[src/logic/bcfsc_pkg.sv]
// bcfsc_pkg: constants for the bus clock and fail-safe control block
// assumes a 50 MHz ref_clk and the plain register port of bcfsc_top
`default_nettype none
package bcfsc_pkg;
    // register indices on the plain register port
    localparam logic [3:0] OSC_CTRL_ADDR    = 4'h0;
    localparam logic [3:0] IRQ_FLAG_ADDR    = 4'h1;
    localparam logic [3:0] IRQ_EN_ADDR      = 4'h2;
    localparam logic [3:0] IRQ_PRIO_ADDR    = 4'h3;
    localparam logic [3:0] USB_CTRL_ADDR    = 4'h4;
    // oscillator control fields
    localparam int SWITCH_REQ_BIT  = 0;
    localparam int USB_FRC_EN_BIT  = 2;
    localparam int CLK_FAIL_BIT    = 3;
    localparam int USB_LOCK_BIT    = 6;
    localparam int CUR_SRC_LO      = 12;
    localparam int NEW_SRC_LO      = 8;
    localparam int BUS_DIV_LO      = 19;
    localparam int BUS_DIV_RDY_BIT = 21;
    // interrupt fields
    localparam int IRQ_BIT         = 14;
    localparam int PRIO_LO         = 10;
    localparam int SUBPRIO_LO      = 8;
    // usb control fields (usb_pll_enable, source select)
    localparam int USB_PLL_EN_BIT  = 0;
    localparam int USB_SRC_LO      = 1;
    // source codes
    localparam logic [2:0] SRC_FRC      = 3'h0;
    localparam logic [2:0] SRC_PRI      = 3'h2;
    localparam logic [2:0] SRC_PRI_PLL  = 3'h3;
    localparam logic [2:0] SRC_SEC      = 3'h4;
    localparam logic [1:0] CSM_BOTH     = 2'h0;
    localparam logic [1:0] CSM_SW_ONLY  = 2'h1;
    // usb clock source codes
    localparam logic [1:0] USB_SRC_FRC  = 2'h0;
    localparam logic [1:0] USB_SRC_PRI  = 2'h1;
    localparam logic [1:0] USB_SRC_PLL  = 2'h2;
    // timing
    localparam int CLK_HZ            = 50_000_000;
    localparam int DIV_SWITCH_CLOCKS = 60;
    localparam int USB_PLL_LOCK_STATUS_DELAY_US    = 2;
    localparam int USB_PLL_LOCK_STATUS_CYCLES      = (USB_PLL_LOCK_STATUS_DELAY_US * (CLK_HZ / 1_000_000));
    localparam int MON_DELAY_US      = 40;
    localparam int MON_CYCLES        = (MON_DELAY_US * (CLK_HZ / 1_000_000));
    localparam int CNT_W             = 12;
    localparam logic [31:0] OSC_CTRL_RESET = 32'h0000_0000;
    typedef enum logic [2:0] {
        DS_IDLE = 3'b001,
        DS_WAIT = 3'b010,
        DS_SWAP = 3'b100
    } bcfsc_div_t;
endpackage
`default_nettype wire

[src/logic/bcfsc_bus_div.sv]
// bcfsc_bus_div: divides the system clock into a bus clock enable and level
// assumes ratio changes only when its caller has checked the boundary flag
`default_nettype none
module bcfsc_bus_div (
    // clock and reset
    input  wire logic       ref_clk,
    input  wire logic       rst,
    // divide ratio as a power of two
    input  wire logic [1:0] ratio_log2,
    // outputs
    output logic            tick,
    output logic            level,
    output logic            boundary
);
    logic [2:0] cnt_reg;
    logic [2:0] limit;

    assign limit    = 3'((4'h1 << ratio_log2) - 4'h1);
    assign boundary = (cnt_reg == limit);

    always_ff @(posedge ref_clk or posedge rst) begin
        if (rst) begin
            cnt_reg <= 3'h0;
            tick    <= 1'b0;
            level   <= 1'b0;
        end else begin
            tick <= boundary;
            if (boundary) begin
                cnt_reg <= 3'h0;
            end else begin
                cnt_reg <= cnt_reg + 3'h1;
            end
            // low for the first half of each period; toggles at 1:1
            level <= (ratio_log2 == 2'h0) ? ~level : (cnt_reg > (limit >> 1));
        end
    end
endmodule
`default_nettype wire

[src/logic/bcfsc_top.sv]
// bcfsc_top: bus clock divisor, usb clock path, two-speed start and fail-safe monitor
// assumes synchronous inputs on ref_clk and a single-cycle register port
//
// The implementer's own choices: strobed register access and the address map.
`default_nettype none
//
// Overview of operation
// - bus clock divides system clock by field
// - ratios one, two, four and eight
// - stall back-to-back bus accesses when divided
// - divisor change by machine, up to 60 clocks
// - writes during a change are dropped
// - ready bit shows switch in progress
// - rewriting same divisor starts nothing
// - usb clock from rc, primary or pll half
// - rc serves usb wake only; here usb_src_reg can select rc at any time
// - usb lock bit sets after delay
// - lock clear at reset and when unused
// - two-speed start runs rc then primary
// - two-speed start after reset or sleep
// - failure falls back to rc regardless
// - fallback loads source, sets flag, cancels switch
// - failure interrupt flag, enable, priorities
// - config code 01 switch only, 00 both
// - default source 010 primary, 011 with pll
// - monitor delay after reset release
// - delay expiry before start traps to rc
// - config bit one disables switch and monitor
module bcfsc_top #(
    parameter int USB_PLL_LOCK_STATUS_CNT = bcfsc_pkg::USB_PLL_LOCK_STATUS_CYCLES,
    parameter int MON_CNT   = bcfsc_pkg::MON_CYCLES
) (
    // clock and reset
    input  wire logic        ref_clk,
    input  wire logic        rst,
    // register port
    input  wire logic [3:0]  reg_addr,
    input  wire logic [31:0] reg_wdata,
    input  wire logic        reg_wr,
    input  wire logic        reg_rd,
    output logic      [31:0] reg_rdata,
    // configuration words
    input  wire logic [1:0]  clock_switch_monitor_cfg,
    input  wire logic [2:0]  default_oscillator_cfg,
    // oscillator status
    input  wire logic        primary_ready,
    input  wire logic        primary_failed,
    input  wire logic        sleep_exit,
    input  wire logic        system_reset_n,
    // processor side
    input  wire logic        periph_access,
    output logic             cpu_stall,
    // clocks out
    output logic             periph_bus_clock,
    output logic             periph_bus_tick,
    output logic       [2:0] system_clock_source,
    output logic       [1:0] usb_clock_source,
    output logic             usb_fast_rc_on,
    output logic             clock_fail_irq
);
    import bcfsc_pkg::*;

    function automatic logic hit(input logic [3:0] a, input logic [3:0] b);
        hit = (a == b);
    endfunction

    ////////////////////////////////////////////////////////////////////////////
    // configuration decode
    logic sw_enable;
    logic mon_enable;
    logic mon_mode;
    assign sw_enable  = (clock_switch_monitor_cfg[1] == 1'b0);
    assign mon_enable = (clock_switch_monitor_cfg == CSM_BOTH);
    assign mon_mode   = (default_oscillator_cfg == SRC_PRI) ||
                        (default_oscillator_cfg == SRC_PRI_PLL) ||
                        (default_oscillator_cfg == SRC_SEC);

    ////////////////////////////////////////////////////////////////////////////
    // registers
    logic [1:0]  div_reg;
    logic [1:0]  div_pend_reg;
    logic [1:0]  div_active_reg;
    bcfsc_div_t  dstate_reg;
    logic [5:0]  dcnt_reg;
    logic [2:0]  cur_src_reg;
    logic [2:0]  new_src_reg;
    logic        sw_req_reg;
    logic        usb_frc_reg;
    logic        cf_reg;
    logic        irq_flag_reg;
    logic        irq_en_reg;
    logic [2:0]  prio_reg;
    logic [1:0]  subprio_reg;
    logic        usb_pll_en_reg;
    logic [1:0]  usb_src_reg;
    logic        usb_pll_lock_status_reg;
    logic [CNT_W-1:0] usb_pll_lock_status_cnt_reg;
    logic [CNT_W-1:0] mon_cnt_reg;
    logic        mon_wait_reg;
    logic        started_reg;
    logic        bus_boundary;
    logic        fail_event;

    logic wr_osc;
    assign wr_osc = reg_wr && hit(reg_addr, OSC_CTRL_ADDR);

    ////////////////////////////////////////////////////////////////////////////
    // bus divisor state machine
    always_ff @(posedge ref_clk or posedge rst) begin
        if (rst) begin
            dstate_reg     <= DS_IDLE;
            div_reg        <= 2'h0;
            div_pend_reg   <= 2'h0;
            div_active_reg <= 2'h0;
            dcnt_reg       <= 6'h0;
        end else begin
            case (dstate_reg)
                DS_IDLE: begin
                    // same value ignored; busy writes never reach here
                    if (wr_osc && reg_wdata[BUS_DIV_LO +: 2] != div_reg) begin
                        div_pend_reg <= reg_wdata[BUS_DIV_LO +: 2];
                        dcnt_reg     <= 6'h0;
                        dstate_reg   <= DS_WAIT;
                    end
                end
                DS_WAIT: begin
                    dcnt_reg <= dcnt_reg + 6'h1;
                    // swap at a full bus period end to avoid a runt pulse
                    if (bus_boundary) begin
                        div_active_reg <= div_pend_reg;
                        dstate_reg     <= DS_SWAP;
                    end
                end
                DS_SWAP: begin
                    // settle time keeps total below the 60-clock limit
                    dcnt_reg <= dcnt_reg + 6'h1;
                    if (dcnt_reg >= 6'(DIV_SWITCH_CLOCKS - 2)) begin
                        div_reg    <= div_pend_reg;
                        dstate_reg <= DS_IDLE;
                    end
                end
                default: dstate_reg <= DS_IDLE;
            endcase
        end
    end

    bcfsc_bus_div u_div (
        .ref_clk    (ref_clk),
        .rst        (rst),
        .ratio_log2 (div_active_reg),
        .tick       (periph_bus_tick),
        .level      (periph_bus_clock),
        .boundary   (bus_boundary)
    );

    // stall until the next bus tick while divided
    always_ff @(posedge ref_clk or posedge rst) begin
        if (rst) begin
            cpu_stall <= 1'b0;
        end else if (div_active_reg == 2'h0) begin
            cpu_stall <= 1'b0;
        end else if (periph_access) begin
            cpu_stall <= 1'b1;
        end else if (bus_boundary) begin
            cpu_stall <= 1'b0;
        end
    end

    ////////////////////////////////////////////////////////////////////////////
    // start-up, monitor delay and fail-safe fallback
    assign fail_event = mon_enable && started_reg &&
                        ((primary_failed && cur_src_reg != SRC_FRC) ||
                         (mon_wait_reg && mon_cnt_reg == 0 && !primary_ready));

    always_ff @(posedge ref_clk or posedge rst) begin
        if (rst) begin
            started_reg  <= 1'b0;
            mon_wait_reg <= 1'b0;
            mon_cnt_reg  <= '0;
            cur_src_reg  <= SRC_FRC;
        end else if (!system_reset_n || sleep_exit) begin
            // caught while system_reset_n is low, so the straps never feed the async reset
            started_reg  <= 1'b1;
            mon_wait_reg <= mon_enable && mon_mode;
            mon_cnt_reg  <= CNT_W'(MON_CNT);
            cur_src_reg  <= (mon_enable || sw_enable) && mon_mode ? SRC_FRC
                                                                  : default_oscillator_cfg;
        end else if (fail_event) begin
            cur_src_reg  <= SRC_FRC;
            mon_wait_reg <= 1'b0;
        end else begin
            if (mon_wait_reg && mon_cnt_reg != 0) begin
                mon_cnt_reg <= mon_cnt_reg - CNT_W'(1);
            end
            if (mon_wait_reg && primary_ready) begin
                mon_wait_reg <= 1'b0;
            end
            if (started_reg && sw_enable && cur_src_reg == SRC_FRC &&
                primary_ready && !cf_reg &&
                (default_oscillator_cfg == SRC_PRI || default_oscillator_cfg == SRC_PRI_PLL)) begin
                cur_src_reg <= default_oscillator_cfg;
            end else if (sw_req_reg && sw_enable) begin
                cur_src_reg <= new_src_reg;
            end
        end
    end

    ////////////////////////////////////////////////////////////////////////////
    // software bits; hardware set wins over software clear
    always_ff @(posedge ref_clk or posedge rst) begin
        if (rst) begin
            sw_req_reg  <= 1'b0;
            new_src_reg <= 3'h0;
            usb_frc_reg <= 1'b0;
            cf_reg      <= 1'b0;
        end else begin
            if (wr_osc) begin
                new_src_reg <= reg_wdata[NEW_SRC_LO +: 3];
                usb_frc_reg <= reg_wdata[USB_FRC_EN_BIT];
            end
            if (fail_event || !sw_enable) begin
                sw_req_reg <= 1'b0;
            end else if (wr_osc) begin
                sw_req_reg <= reg_wdata[SWITCH_REQ_BIT];
            end else if (sw_req_reg) begin
                sw_req_reg <= 1'b0;
            end
            if (fail_event) begin
                cf_reg <= 1'b1;
            end else if (wr_osc || !system_reset_n) begin
                cf_reg <= system_reset_n && reg_wdata[CLK_FAIL_BIT];
            end
        end
    end

    always_ff @(posedge ref_clk or posedge rst) begin
        if (rst) begin
            irq_flag_reg <= 1'b0;
            irq_en_reg   <= 1'b0;
            prio_reg     <= 3'h0;
            subprio_reg  <= 2'h0;
        end else begin
            if (fail_event) begin
                irq_flag_reg <= 1'b1;
            end else if (reg_wr && hit(reg_addr, IRQ_FLAG_ADDR)) begin
                irq_flag_reg <= reg_wdata[IRQ_BIT];
            end
            if (reg_wr && hit(reg_addr, IRQ_EN_ADDR)) begin
                irq_en_reg <= reg_wdata[IRQ_BIT];
            end
            if (reg_wr && hit(reg_addr, IRQ_PRIO_ADDR)) begin
                prio_reg    <= reg_wdata[PRIO_LO +: 3];
                subprio_reg <= reg_wdata[SUBPRIO_LO +: 2];
            end
        end
    end

    ////////////////////////////////////////////////////////////////////////////
    // usb clock path and lock status
    always_ff @(posedge ref_clk or posedge rst) begin
        if (rst) begin
            usb_pll_en_reg <= 1'b0;
            usb_src_reg    <= USB_SRC_PRI;
            usb_pll_lock_status_reg      <= 1'b0;
            usb_pll_lock_status_cnt_reg  <= '0;
        end else begin
            if (reg_wr && hit(reg_addr, USB_CTRL_ADDR)) begin
                usb_pll_en_reg <= reg_wdata[USB_PLL_EN_BIT];
                usb_src_reg    <= reg_wdata[USB_SRC_LO +: 2];
            end
            if (!usb_pll_en_reg || usb_src_reg != USB_SRC_PLL) begin
                usb_pll_lock_status_reg     <= 1'b0;
                usb_pll_lock_status_cnt_reg <= '0;
            end else if (usb_pll_lock_status_cnt_reg == CNT_W'(USB_PLL_LOCK_STATUS_CNT)) begin
                usb_pll_lock_status_reg     <= 1'b1;
            end else begin
                usb_pll_lock_status_cnt_reg <= usb_pll_lock_status_cnt_reg + CNT_W'(1);
            end
        end
    end

    ////////////////////////////////////////////////////////////////////////////
    // outputs and read data
    always_ff @(posedge ref_clk or posedge rst) begin
        if (rst) begin
            system_clock_source <= SRC_FRC;
            usb_clock_source    <= USB_SRC_PRI;
            usb_fast_rc_on      <= 1'b0;
            clock_fail_irq      <= 1'b0;
        end else begin
            system_clock_source <= cur_src_reg;
            // rc whenever usb_src_reg selects it; no suspend gating
            usb_clock_source    <= usb_src_reg;
            usb_fast_rc_on      <= usb_frc_reg;
            clock_fail_irq      <= irq_flag_reg && irq_en_reg;
        end
    end

    always_ff @(posedge ref_clk or posedge rst) begin
        if (rst) begin
            reg_rdata <= 32'h0;
        end else if (reg_rd) begin
            reg_rdata <= 32'h0;
            if (hit(reg_addr, OSC_CTRL_ADDR)) begin
                reg_rdata[SWITCH_REQ_BIT]       <= sw_req_reg;
                reg_rdata[USB_FRC_EN_BIT]       <= usb_frc_reg;
                reg_rdata[CLK_FAIL_BIT]         <= cf_reg;
                reg_rdata[USB_LOCK_BIT]         <= usb_pll_lock_status_reg;
                reg_rdata[NEW_SRC_LO +: 3]      <= new_src_reg;
                reg_rdata[CUR_SRC_LO +: 3]      <= cur_src_reg;
                reg_rdata[BUS_DIV_LO +: 2]      <= div_reg;
                reg_rdata[BUS_DIV_RDY_BIT]      <= (dstate_reg == DS_IDLE);
            end else if (hit(reg_addr, IRQ_FLAG_ADDR)) begin
                reg_rdata[IRQ_BIT] <= irq_flag_reg;
            end else if (hit(reg_addr, IRQ_EN_ADDR)) begin
                reg_rdata[IRQ_BIT] <= irq_en_reg;
            end else if (hit(reg_addr, IRQ_PRIO_ADDR)) begin
                reg_rdata[PRIO_LO +: 3]    <= prio_reg;
                reg_rdata[SUBPRIO_LO +: 2] <= subprio_reg;
            end else if (hit(reg_addr, USB_CTRL_ADDR)) begin
                reg_rdata[USB_PLL_EN_BIT]  <= usb_pll_en_reg;
                reg_rdata[USB_SRC_LO +: 2] <= usb_src_reg;
            end
        end else begin
            reg_rdata <= 32'h0;
        end
    end
endmodule
`default_nettype wire

[config.mk]
export PLATFORM = sky130hd
export DESIGN_NAME = bcfsc_top
export DESIGN_NICKNAME = d
export VERILOG_FILES = /design/src/logic/bcfsc_pkg.sv /design/src/logic/bcfsc_bus_div.sv /design/src/logic/bcfsc_top.sv
export SDC_FILE = /design/constraint.sdc
export NUM_CORES = 1
export LEC_CHECK = 0
export BUFFER_PORTS_ARGS = -buffer_cell sky130_fd_sc_hd__buf_2
export CORE_MARGIN = 2
export CORE_UTILIZATION = 54
export CTS_CLUSTER_SIZE = 12
export DETAILED_ROUTE_END_ITERATION = 6
export PLACE_DENSITY = 0.79
export RECOVER_POWER = 100
export SLEW_MARGIN = 20
export SYNTH_ARGS = -nofsm -noshare
export SYNTH_HDL_FRONTEND = slang
export SYNTH_SLANG_ARGS = --single-unit
[constraint.sdc]
create_clock -name ref_clk -period 3.56 [get_ports ref_clk]
set_input_delay 0.712 -clock ref_clk [delete_from_list [all_inputs] [get_ports ref_clk]]
set_output_delay 0.712 -clock ref_clk [all_outputs]
set_load 0.01 [all_outputs]
# == After elaboration in Yosys (flattened, before gate mapping) ==
# Index checks and enable logic that the tools add are counted.
# op_classes
addsub,5
n_lt_le_gt_ge,2
eq_ne,19
shift,1
mux,53
bitwise_logic,2
n_reduce_logical,57
# op_table
cell,count
two-way mux 12 bit,5
two-way mux 3 bit,15
two-way mux 1 bit,26
logical AND 1 bit,23
two-way mux 22 bit,1
two-way mux 5 bit,3
adder 12 x 1 -> 12 bit (second input constant),1
equality test 12 x 7 -> 1 bit (second input constant),1
logical NOT 12 bit,1
one-hot mux 6 bit (2 select lines),1
nonzero test 12 bit,1
subtractor 12 x 1 -> 12 bit (second input constant),1
AND reduction 2 bit,5
nonzero test 2 bit,5
equality test 3 x 2 -> 1 bit (second input constant),3
one-hot mux 3 bit (3 select lines),1
nonzero test 3 bit,3
equality test 4 x 2 -> 1 bit (second input constant),2
logical OR 1 bit,8
!= test 2 bit (second input constant),4
adder 6 x 1 -> 6 bit (second input constant),1
equality test 3 bit (second input constant),2
>= comparator 6 bit (second input constant),1
two-way mux 6 bit,1
18 further kinds,24
# totals
regBits,106
inputBits,50
out_inout_bits,42
elab_cells,169

# == Logic depth before layout (Yosys ltp) ==
# Gate-level depths: netlist (run 1).
# depth
ltp_word,9
ltp_mapped,7
mapped_depth_nobuf,7

# == By module ==
# Synthesis (run 1) repeated with hierarchy kept, for this count alone.
# hier_totals
hier_cells,393
hier_area_um2,4332.9
# by_module_without_submodules
mod,instances,cells_each,area_per_inst_um2,seq_area_each_um2
bcfsc_top,1,363,4032.6,2105.8
bcfsc_bus_div,1,30,300.3,125.1

# == Least setup slack after synthesis (run 1) ==
# Ideal clock, no wire load.
# synth_timing
path_type,in2reg
startpoint,in reg_addr[0]
endpoint,reg div_pend_reg[0]
setup_ns,0.125
arrival_time_ns,1.929
required_time_ns,3.435
setup_slack_ns,1.506
path_stages,5
path_buffers,1
cell_sequence,buf_2 -> nor2_2 -> nand2_4 -> a211oi_4 -> mux2_4
# synth_via
elab_chain_cells,4
# synth_lines
element,line,source
from (decl),bcfsc_top.sv:37,"input wire logic [3:0] reg_addr,"
logical NOT 4 bit,bcfsc_top.sv:64,hit = (a == b);
logical AND 1 bit,bcfsc_top.sv:105,"assign wr_osc = reg_wr && hit(reg_addr, OSC_CTRL_ADDR);"
logical AND 1 bit,bcfsc_top.sv:120,if (wr_osc && reg_wdata[BUS_DIV_LO +: 2] != div_reg) begin
AND reduction 2 bit (no line),--,
to (signal assigned),bcfsc_top.sv:121,div_pend_reg <= reg_wdata[BUS_DIV_LO +: 2];
to (decl),bcfsc_top.sv:81,logic [1:0] div_pend_reg;
# Every way passes these cells.
# A chain may end at the register's enable or synchronous reset.

# == Worst setup path after layout (run 1) ==
# layout_timing
startpoint,in reg_addr[1]
endpoint,reg div_pend_reg[1]
# Same word-level chain as after synthesis.

==> impl_metrics.toml, run 1 <==
[clock_network]
htreeDepth = 3
numCtsBuffers = 9
cts_tree = "built"
cts_resized = 0
clk_path_buf_depth = 2
hold_buffers = 0
cts_setup_buffers = 0
clock-sinks = 89
path_clk_slew_ns = 0.08
clock_latency_ns = 0.36
root_buffer = "clkbuf_8"

[sta]
worst_pin_slew_ns = 2.39
rsz0062_at_grt = "no"
hold_viol = 0
final.setup.tns_ns = 0
fin_crit_ns = 2.52
max-slew-margin-rel = -0.603
finalSetupViolations = 0
fmax_mhz = 397
clock_skew_ns = 0.00980
fin_crit_sh = 0.707
setup_slack_ns = 1.04
fin_hold_ws_ns = 0.404
drv_slew = 55

[global_routing]
grt_pass1_wl_um = 13500
grtUsageTotal = 0.202
antenna_found_initial = 0
grt_max_degree = 56
overflow = 0
grt_pass1_vias = 2827

[run_status]
violations = "max-capacitance violations, max-slew violations"
status = "finished with violations"

[placed_design]
portBuffers = 54
place_ws_ns = 1.16
gp_congestion = 0.805
dp_hpwl_um = 5800

[route]
wl_per_cell_um = 14.6
dr.max_layer_used = "met4"
wl_met1_um = 3660
firstDrtPassIters = 4
met3_length_um = 451
postRouteAntennaNets = 0
via_per_inst = 5.29
met2WireLength_um = 3830
num_vias = 2910
drt-total-wl_um = 8020
first_iter_violations = 106
drc = 0

[synth]
async_flop_share = 1.00
yosys_warnings = 0
synth-seq-cells = 89
synth_edf_count = 0
syn_avg_cell_area_um2 = 11.0
syn-instance-count = 387
synth_cell_types = 64
synthFlopType = "dfrtp_1"
netlist_area_um2 = 4240
ys_seq_area_frac = 0.526

[power]
power_w = 0.00210
power.leakage_nw = 2.02
ir_drop_v = 0.000173
p_per_area_nw_per_um2 = 453

[die]
core_um2 = 7650
die_height_um = 92.6
dieArea_um2 = 8570
die_x_um = 92.6
io_pins = 92
initial_core_util = 0.554
rows = 32

[worst_setup_path]
path_max_fanout = 10
critical-path-slowest-cell = "a211oi_4"
critPathMaxStageDelay_ns = 0.55
required_ns = 3.80
cp_num_buf_inv = 1
start_kind = "input pin"
crit_arrival_ns = 2.76
end_kind = "flip-flop"
crit_chain = "clkbuf_1, nor2_1, nand2_1, a211oi_4, mux2_1"
crit_family = "simple AND/OR/NAND/NOR gates"
criticalPathCategory = "input pin to flip-flop"

[cells_and_area]
final_cell_mix = "dfrtp_1 (86), nor2_1 (46), clkbuf_1 (28), buf_2 (27), nand2_1 (25)"
drive_above_1_share = 0.165
fillCellCount = 645
n_antenna_cell = 0
final_common_cell = "dfrtp_1"
largest_register_ffs = 15
final_util = 0.606
area_growth_pct = 9.30
final_nets = 501

[job]
maxCapViolations = 1

[min_path]
hp-class = "flip-flop to flip-flop"
## metrics by stage
stage | instance area [um^2] | instances
finish | 4630 | 550
CTS | 4720 | 550
detailed placement | 4550 | 534
global placement | 4550 | 534
floorplan | 4300 | 403
global route | 4630 | 550
## cells in the mapped netlist (4+ instances only)
cell	count	area, um^2
nor2_1	45	169
nand4_1	11	68.8
and2_1	5	31.3
mux2_2	18	203
nand3b_1	5	37.5
xor2_1	16	140
dfrtp_1	86	2150
clkbuf_1	5	18.8
nand3_1	7	35.0
mux2i_1	5	50.1
o21ai_0	4	20.0
inv_1	13	48.8
xnor2_1	13	114
nor3_1	13	65.1
nor2b_1	4	25.0
buf_4	17	128
a21oi_1	11	55.1
a22oi_1	4	30.0
nand2b_1	8	50.1
ha_1	8	100
and3_1	8	50.1
nand2_1	24	90.1
## routing by layer
| metal | vias up | global-route usage |
|---|---|---|
| met4 | 0 | 0.0547 |
| met5 | - | 0 |
| met1 | 1414 | 0.270 |
| met3 | 8 | 0.0602 |
| met2 | 82 | 0.323 |
| li1 | 1406 | - |
## layout make-up
| cell class | instances | area, um^2 | area share |
|---|---|---|---|
| sequential | 89 | 2230 | 0.482 |
| clock inverter | 6 | 33.8 | 0.00729 |
| timing repair buffer | 56 | 260 | 0.0562 |
| clock buffer | 10 | 138 | 0.0297 |
| multi-input combinational | 274 | 1790 | 0.387 |
| tap | 102 | 128 | 0.0275 |
| inverter | 13 | 50.0 | 0.0108 |
## path summary, 6_finish.rpt
check / from / endpoint / slack (ns) / depth (start not counted)
max: reg_addr[1] / div_pend_reg[1] / 1.04 / 5
min: usb_src_reg[0] / usb_clock_source[0] / 0.40 / 0
max reg2reg: mon_cnt_reg[0] / mon_cnt_reg[2] / 1.31 / 7
min reg2reg: usb_src_reg[0] / usb_clock_source[0] / 0.40 / 0
max in group asynchronous: rst / system_clock_source[1] / 1.48 / 2
min in group asynchronous: rst / usb_fast_rc_on / 1.01 / 2
## cell families (layout without fill, tap and decap cells)
group / Yosys count / in the layout / synth area share
adder cells (fa/ha/maj): 8 / 8 / 0.0236
multiplexers: 25 / 25 / 0.0667
flip-flops: 89 / 89 / 0.526
other: 1 / 17 / 0.000885
AND/OR/NAND/NOR: 159 / 159 / 0.208
XOR/XNOR: 29 / 29 / 0.0599
buffers and inverters: 40 / 85 / 0.0531
AO/OA/AOI/OAI: 36 / 36 / 0.0611
## report_power, final
part / total [W] / internal, W / switching, W / leakage, nW
Clock: 0.000615 / 0.000268 / 0.000347 / 0.0956
Combinational: 0.000290 / 0.000123 / 0.000167 / 0.795
Sequential: 0.00119 / 0.00111 / 0.0000801 / 1.13
Note: power is estimated with default switching activity, not from simulation.
==> run 2, diff against run 1 <==
--- a/config.mk
+++ b/config.mk
@@ -7,10 +7,10 @@
 export LEC_CHECK = 0
 export BUFFER_PORTS_ARGS = -buffer_cell sky130_fd_sc_hd__buf_2
 export CORE_MARGIN = 2
-export CORE_UTILIZATION = 54
+export CORE_UTILIZATION = 49
 export CTS_CLUSTER_SIZE = 12
 export DETAILED_ROUTE_END_ITERATION = 6
-export PLACE_DENSITY = 0.79
+export PLACE_DENSITY = 0.76
 export RECOVER_POWER = 100
 export SLEW_MARGIN = 20
 export SYNTH_ARGS = -nofsm -noshare
==> constraint.sdc (replaced) <==
create_clock -name ref_clk -period 2.1 [get_ports ref_clk]
set_input_delay 0.42 -clock ref_clk [delete_from_list [all_inputs] [get_ports ref_clk]]
set_output_delay 0.42 -clock ref_clk [all_outputs]
set_load 0.01 [all_outputs]
==> run 2 against run 1 <==
- the run now ends clean
- worst setup slack got worse by 0.84 ns
- clock-buffer cell count is 2 higher
- register-to-register slack lost 1.1 ns
- die area is 9.8% higher
- combinational power increased by 73%
- largest power group unchanged
==> impl_metrics.toml, run 2 (synthesis results as in run 1) <==
[die]
dieArea_um2 = 9410
die_height_um = 97.0
core_um2 = 8300
io_pins = 92
die_x_um = 97.0
initial_core_util = 0.511
rows = 33

[worst_setup_path]
startpoint = "mon_cnt_reg[0]"
rrSetupSlack_ns = 0.20
cp.depth = 7
cp_num_buf_inv = 1
worstRegToRegCells = 7
critPathMaxStageDelay_ns = 0.41
crit_chain = "inv_1, ha_1, nor4b_4, nand4_1, o211ai_2, o21ai_0, o31a_1"
crit_family = "compound AO/OA/AOI/OAI gates"
reg2reg_from = "mon_cnt_reg[0]"
end_kind = "flip-flop"
cp-endpoint = "cur_src_reg[2]"
path_max_fanout = 6
r2r-end = "cur_src_reg[2]"
criticalPathCategory = "flip-flop to flip-flop"
crit_arrival_ns = 2.15
required_ns = 2.35
start_kind = "flip-flop"
critical-path-slowest-cell = "dfrtp_1"

[run_status]
status = "finished clean"

[power]
p_int_w = 0.00272
seq_power_share = 0.545
p_comb_frac = 0.135
p_switching_w = 0.00101
swShare = 0.270
ir_drop_v = 0.000550
p_clk_frac = 0.321
power.leakage_nw = 2.06
p_per_area_nw_per_um2 = 788
power_w = 0.00372

[cells_and_area]
final_cell_mix = "dfrtp_1 (86), nor2_1 (46), clkbuf_1 (34), buf_2 (27), nand2_1 (24)"
fillCellCount = 730
seq_area_um2 = 2230
drive_above_1_share = 0.178
final_common_cell = "dfrtp_1"
largest_register_ffs = 15
multi_input_area_um2 = 1820
final_nets = 508
area_growth_pct = 11.3

[route]
dr.max_layer_used = "met4"
num_vias = 3003
wl_per_cell_um = 14.8
met3_length_um = 437
wl_met1_um = 3710
met2WireLength_um = 3980
firstDrtPassIters = 4
drt-total-wl_um = 8310
drc = 0
postRouteAntennaNets = 0
first_iter_violations = 97
via_per_inst = 5.35

[clock_network]
clk_path_buf_depth = 2
numCtsBuffers = 9
path_clk_slew_ns = 0.09
clock_latency_ns = 0.36
root_buffer = "clkbuf_8"
clock-sinks = 89
cts_tree = "built"
hold_buffers = 0
htreeDepth = 3

[job]
maxCapViolations = 0

[sta]
rsz0062_at_grt = "no"
drv_slew = 0
fmax_mhz = 526
fin_crit_sh = 0.906
final.setup.tns_ns = 0
max-slew-margin-rel = 0.218
worst_pin_slew_ns = 1.17
finalSetupViolations = 0
clock_skew_ns = 0.00677
hold_viol = 0
fin_crit_ns = 1.90

[global_routing]
grtUsageTotal = 0.187
antenna_found_initial = 1
overflow = 0
grt_pass1_vias = 2873
grt_max_degree = 40
grt_pass1_wl_um = 13900

[placed_design]
gp_congestion = 0.857
dp_hpwl_um = 6100
portBuffers = 54

[min_path]
hp-class = "input pin to flip-flop"
==> run 2: power groups by stage <==
| stage | logic (W) | clock network [W] | registers [W] |
|---|---|---|---|
| floorplan | 0.000368 | 0 | 0.00204 |
| global placement | 0.000529 | 0 | 0.00205 |
| detailed placement | 0.000552 | 0 | 0.00206 |
| CTS | 0.000555 | 0.00123 | 0.00202 |
| global route | 0.000574 | 0.00130 | 0.00205 |
| finish | 0.000501 | 0.00119 | 0.00203 |
==> run 2: worst min path at each step <==
stage / start / endpoint / depth (start not counted)
after global placement: usb_src_reg[0] / usb_clock_source[0] / 0
final: clock_switch_monitor_cfg[0] / mon_wait_reg / 2
after CTS: rst / cpu_stall / 2
after global routing: clock_switch_monitor_cfg[0] / mon_wait_reg / 2
after detailed placement: usb_src_reg[0] / usb_clock_source[0] / 0
after floorplan: usb_src_reg[0] / usb_clock_source[0] / 0
==> run 2: metrics by stage <==
stage	worst slack (ns)	area (um^2)	utilization	cells	hold WS, ns
floorplan	0.338	4300	-	403	0.363
global placement	0.245	4620	0.557	544	0.368
detailed placement	0.205	4620	0.557	544	0.378
CTS	0.183	4830	0.582	560	0.143
global route	0.0317	4720	0.569	561	0.260
finish	0.198	4720	0.569	561	0.261
==> run 2: timing repair <==
action                     in CTS  in global routing
buffers inserted                0                  0
setup endpoints to repair       0                  6
gates resized for setup         0                  3
==> run 2: metal layers <==
layer | track usage | up-vias
met5 | 0 | -
met4 | 0.0639 | 0
met3 | 0.0592 | 13
met2 | 0.287 | 87
met1 | 0.252 | 1479
li1 | - | 1424
==> run 2: final cells by class <==
class | instances | area share
clock buffer | 12 | 0.0329
inverter | 13 | 0.0106
clock inverter | 4 | 0.0109
timing repair buffer | 63 | 0.0586
tap | 105 | 0.0278
multi-input combinational | 274 | 0.386
antenna | 1 | 0.000530
sequential | 89 | 0.473
==> run 3, diff against run 2 <==
--- a/config.mk
+++ b/config.mk
@@ -6,7 +6,7 @@
 export NUM_CORES = 1
 export LEC_CHECK = 0
 export BUFFER_PORTS_ARGS = -buffer_cell sky130_fd_sc_hd__buf_2
-export CORE_MARGIN = 2
+export CORE_MARGIN = 1
 export CORE_UTILIZATION = 49
 export CTS_CLUSTER_SIZE = 12
 export DETAILED_ROUTE_END_ITERATION = 6
==> run 3 against run 2 <==
- worst setup slack better by 0.017 ns
- die area is 4.1% lower
- fmax is 0.89% higher
- first-iteration DRC count is 40% higher
- final cell count is 0.53% lower
- clock power is 8% lower
- non-clock buffer count is 2 lower
- global-route usage is 0.94 points higher
- largest cell class unchanged
- highest routed layer unchanged
==> impl_metrics.toml, run 3 (synthesis results as in run 1) <==
[route]
firstDrtPassIters = 5
dr.max_layer_used = "met4"
first_iter_violations = 136
met3_length_um = 390
drt-total-wl_um = 7870
postRouteAntennaNets = 0
met2WireLength_um = 3790
wl_per_cell_um = 14.1
num_vias = 2929
drc = 0
wl_met1_um = 3560
via_per_inst = 5.25

[global_routing]
antenna_found_initial = 0
grt_pass1_wl_um = 13400
grt_pass1_vias = 2811
grt_max_degree = 90
grtUsageTotal = 0.196
overflow = 0

[power]
ir_drop_v = 0.000548
p_comb_frac = 0.138
swShare = 0.276
p_clk_frac = 0.304
power.leakage_nw = 2.05
p_switching_w = 0.00100
p_per_area_nw_per_um2 = 772
seq_power_share = 0.558
p_int_w = 0.00263

[sta]
drv_slew = 0
fmax_mhz = 530
final.setup.tns_ns = 0
worst_pin_slew_ns = 1.15
finalSetupViolations = 0
rsz0062_at_grt = "no"
fin_hold_ws_ns = 0.279
max-slew-margin-rel = 0.232
fin_crit_sh = 0.898
hold_viol = 0
fin_crit_ns = 1.89
clock_skew_ns = 0.00765

[die]
initial_core_util = 0.511
die_height_um = 95.0
core_um2 = 8300
rows = 33
die_x_um = 95.0
dieArea_um2 = 9030
io_pins = 92

[worst_setup_path]
end_kind = "flip-flop"
crit_chain = "inv_1, ha_1, nor4b_4, nand3_1, and4_2, xnor2_1, nor2_1"
critPathMaxStageDelay_ns = 0.41
r2r-end = "mon_cnt_reg[2]"
crit_family = "simple AND/OR/NAND/NOR gates"
start_kind = "flip-flop"
cp_num_buf_inv = 1
crit_arrival_ns = 2.11
path_max_fanout = 9
required_ns = 2.33
cp.depth = 7
startpoint = "mon_cnt_reg[0]"
worstRegToRegCells = 7
rrSetupSlack_ns = 0.21
reg2reg_from = "mon_cnt_reg[0]"
cp-endpoint = "mon_cnt_reg[2]"
criticalPathCategory = "flip-flop to flip-flop"
critical-path-slowest-cell = "dfrtp_1"

[job]
maxCapViolations = 0

[clock_network]
numCtsBuffers = 9
clock-sinks = 89
htreeDepth = 3
cts_setup_buffers = 0
clk_path_buf_depth = 2
cts_tree = "built"
root_buffer = "clkbuf_8"
path_clk_slew_ns = 0.08
clock_latency_ns = 0.35

[min_path]
hp-class = "input pin to flip-flop"
hold_start = "clock_switch_monitor_cfg[0]"

[cells_and_area]
n_antenna_cell = 0
largest_register_ffs = 15
final_common_cell = "dfrtp_1"
final_cell_mix = "dfrtp_1 (86), nor2_1 (46), clkbuf_1 (32), buf_2 (26), nand2_1 (25)"
final_nets = 506
drive_above_1_share = 0.179
area_growth_pct = 10.8

[placed_design]
gp_congestion = 0.843
portBuffers = 54
dp_hpwl_um = 5770

[run_status]
status = "finished clean"
run 3: worst min-delay path by stage:
stage | to | slack [ns] | cells after the start
6_report | mon_wait_reg | 0.28 | 2
2_1_floorplan | usb_clock_source[0] | 0.36 | 0
4_1_cts | usb_clock_source[1] | 0.21 | 3
5_1_grt | mon_wait_reg | 0.26 | 2
3_3_place_gp | usb_clock_source[0] | 0.37 | 0
3_5_place_dp | usb_clock_source[0] | 0.37 | 0
run 3: timing repair:
action,in CTS,in global routing
resized for setup,0,1
hold buffers,0,0
endpoints found under the setup margin,0,4
run 3: power groups by stage:
stage / Sequential (W) / Combinational (W) / Clock [W]
2_1_floorplan: 0.00204 / 0.000368 / 0
3_3_place_gp: 0.00205 / 0.000523 / 0
3_5_place_dp: 0.00206 / 0.000546 / 0
4_1_cts: 0.00202 / 0.000547 / 0.00113
5_1_grt: 0.00205 / 0.000584 / 0.00121
6_report: 0.00202 / 0.000501 / 0.00110
run 3: stage by stage:
step           std cells   util  total power [W]  cell area, um^2  worst slack, ns
6_report             558  0.566          0.00363             4700            0.214
5_1_grt              558  0.566          0.00385             4700           0.0385
4_1_cts              558  0.577          0.00370             4780            0.183
3_5_place_dp         542  0.553          0.00260             4590            0.202
3_3_place_gp         542  0.553          0.00257             4590            0.228
2_1_floorplan        403      -          0.00241             4300            0.338
run 3: final cells by class:
type                            instances  area [um^2]
Fill cell                             709         3600
Sequential cell                        89         2230
Multi-Input combinational cell        274         1820
Timing Repair Buffer                   61          273
Clock buffer                           12          165
Tap cell                              105          131
Inverter                               13         52.6
Clock inverter                          4         26.3
run 3: metal layers:
layer,GRT usage,vias to the layer above
li1,-,1426
met1,0.264,1400
met2,0.314,93
met3,0.0423,10
met4,0.0694,0
met5,0,-
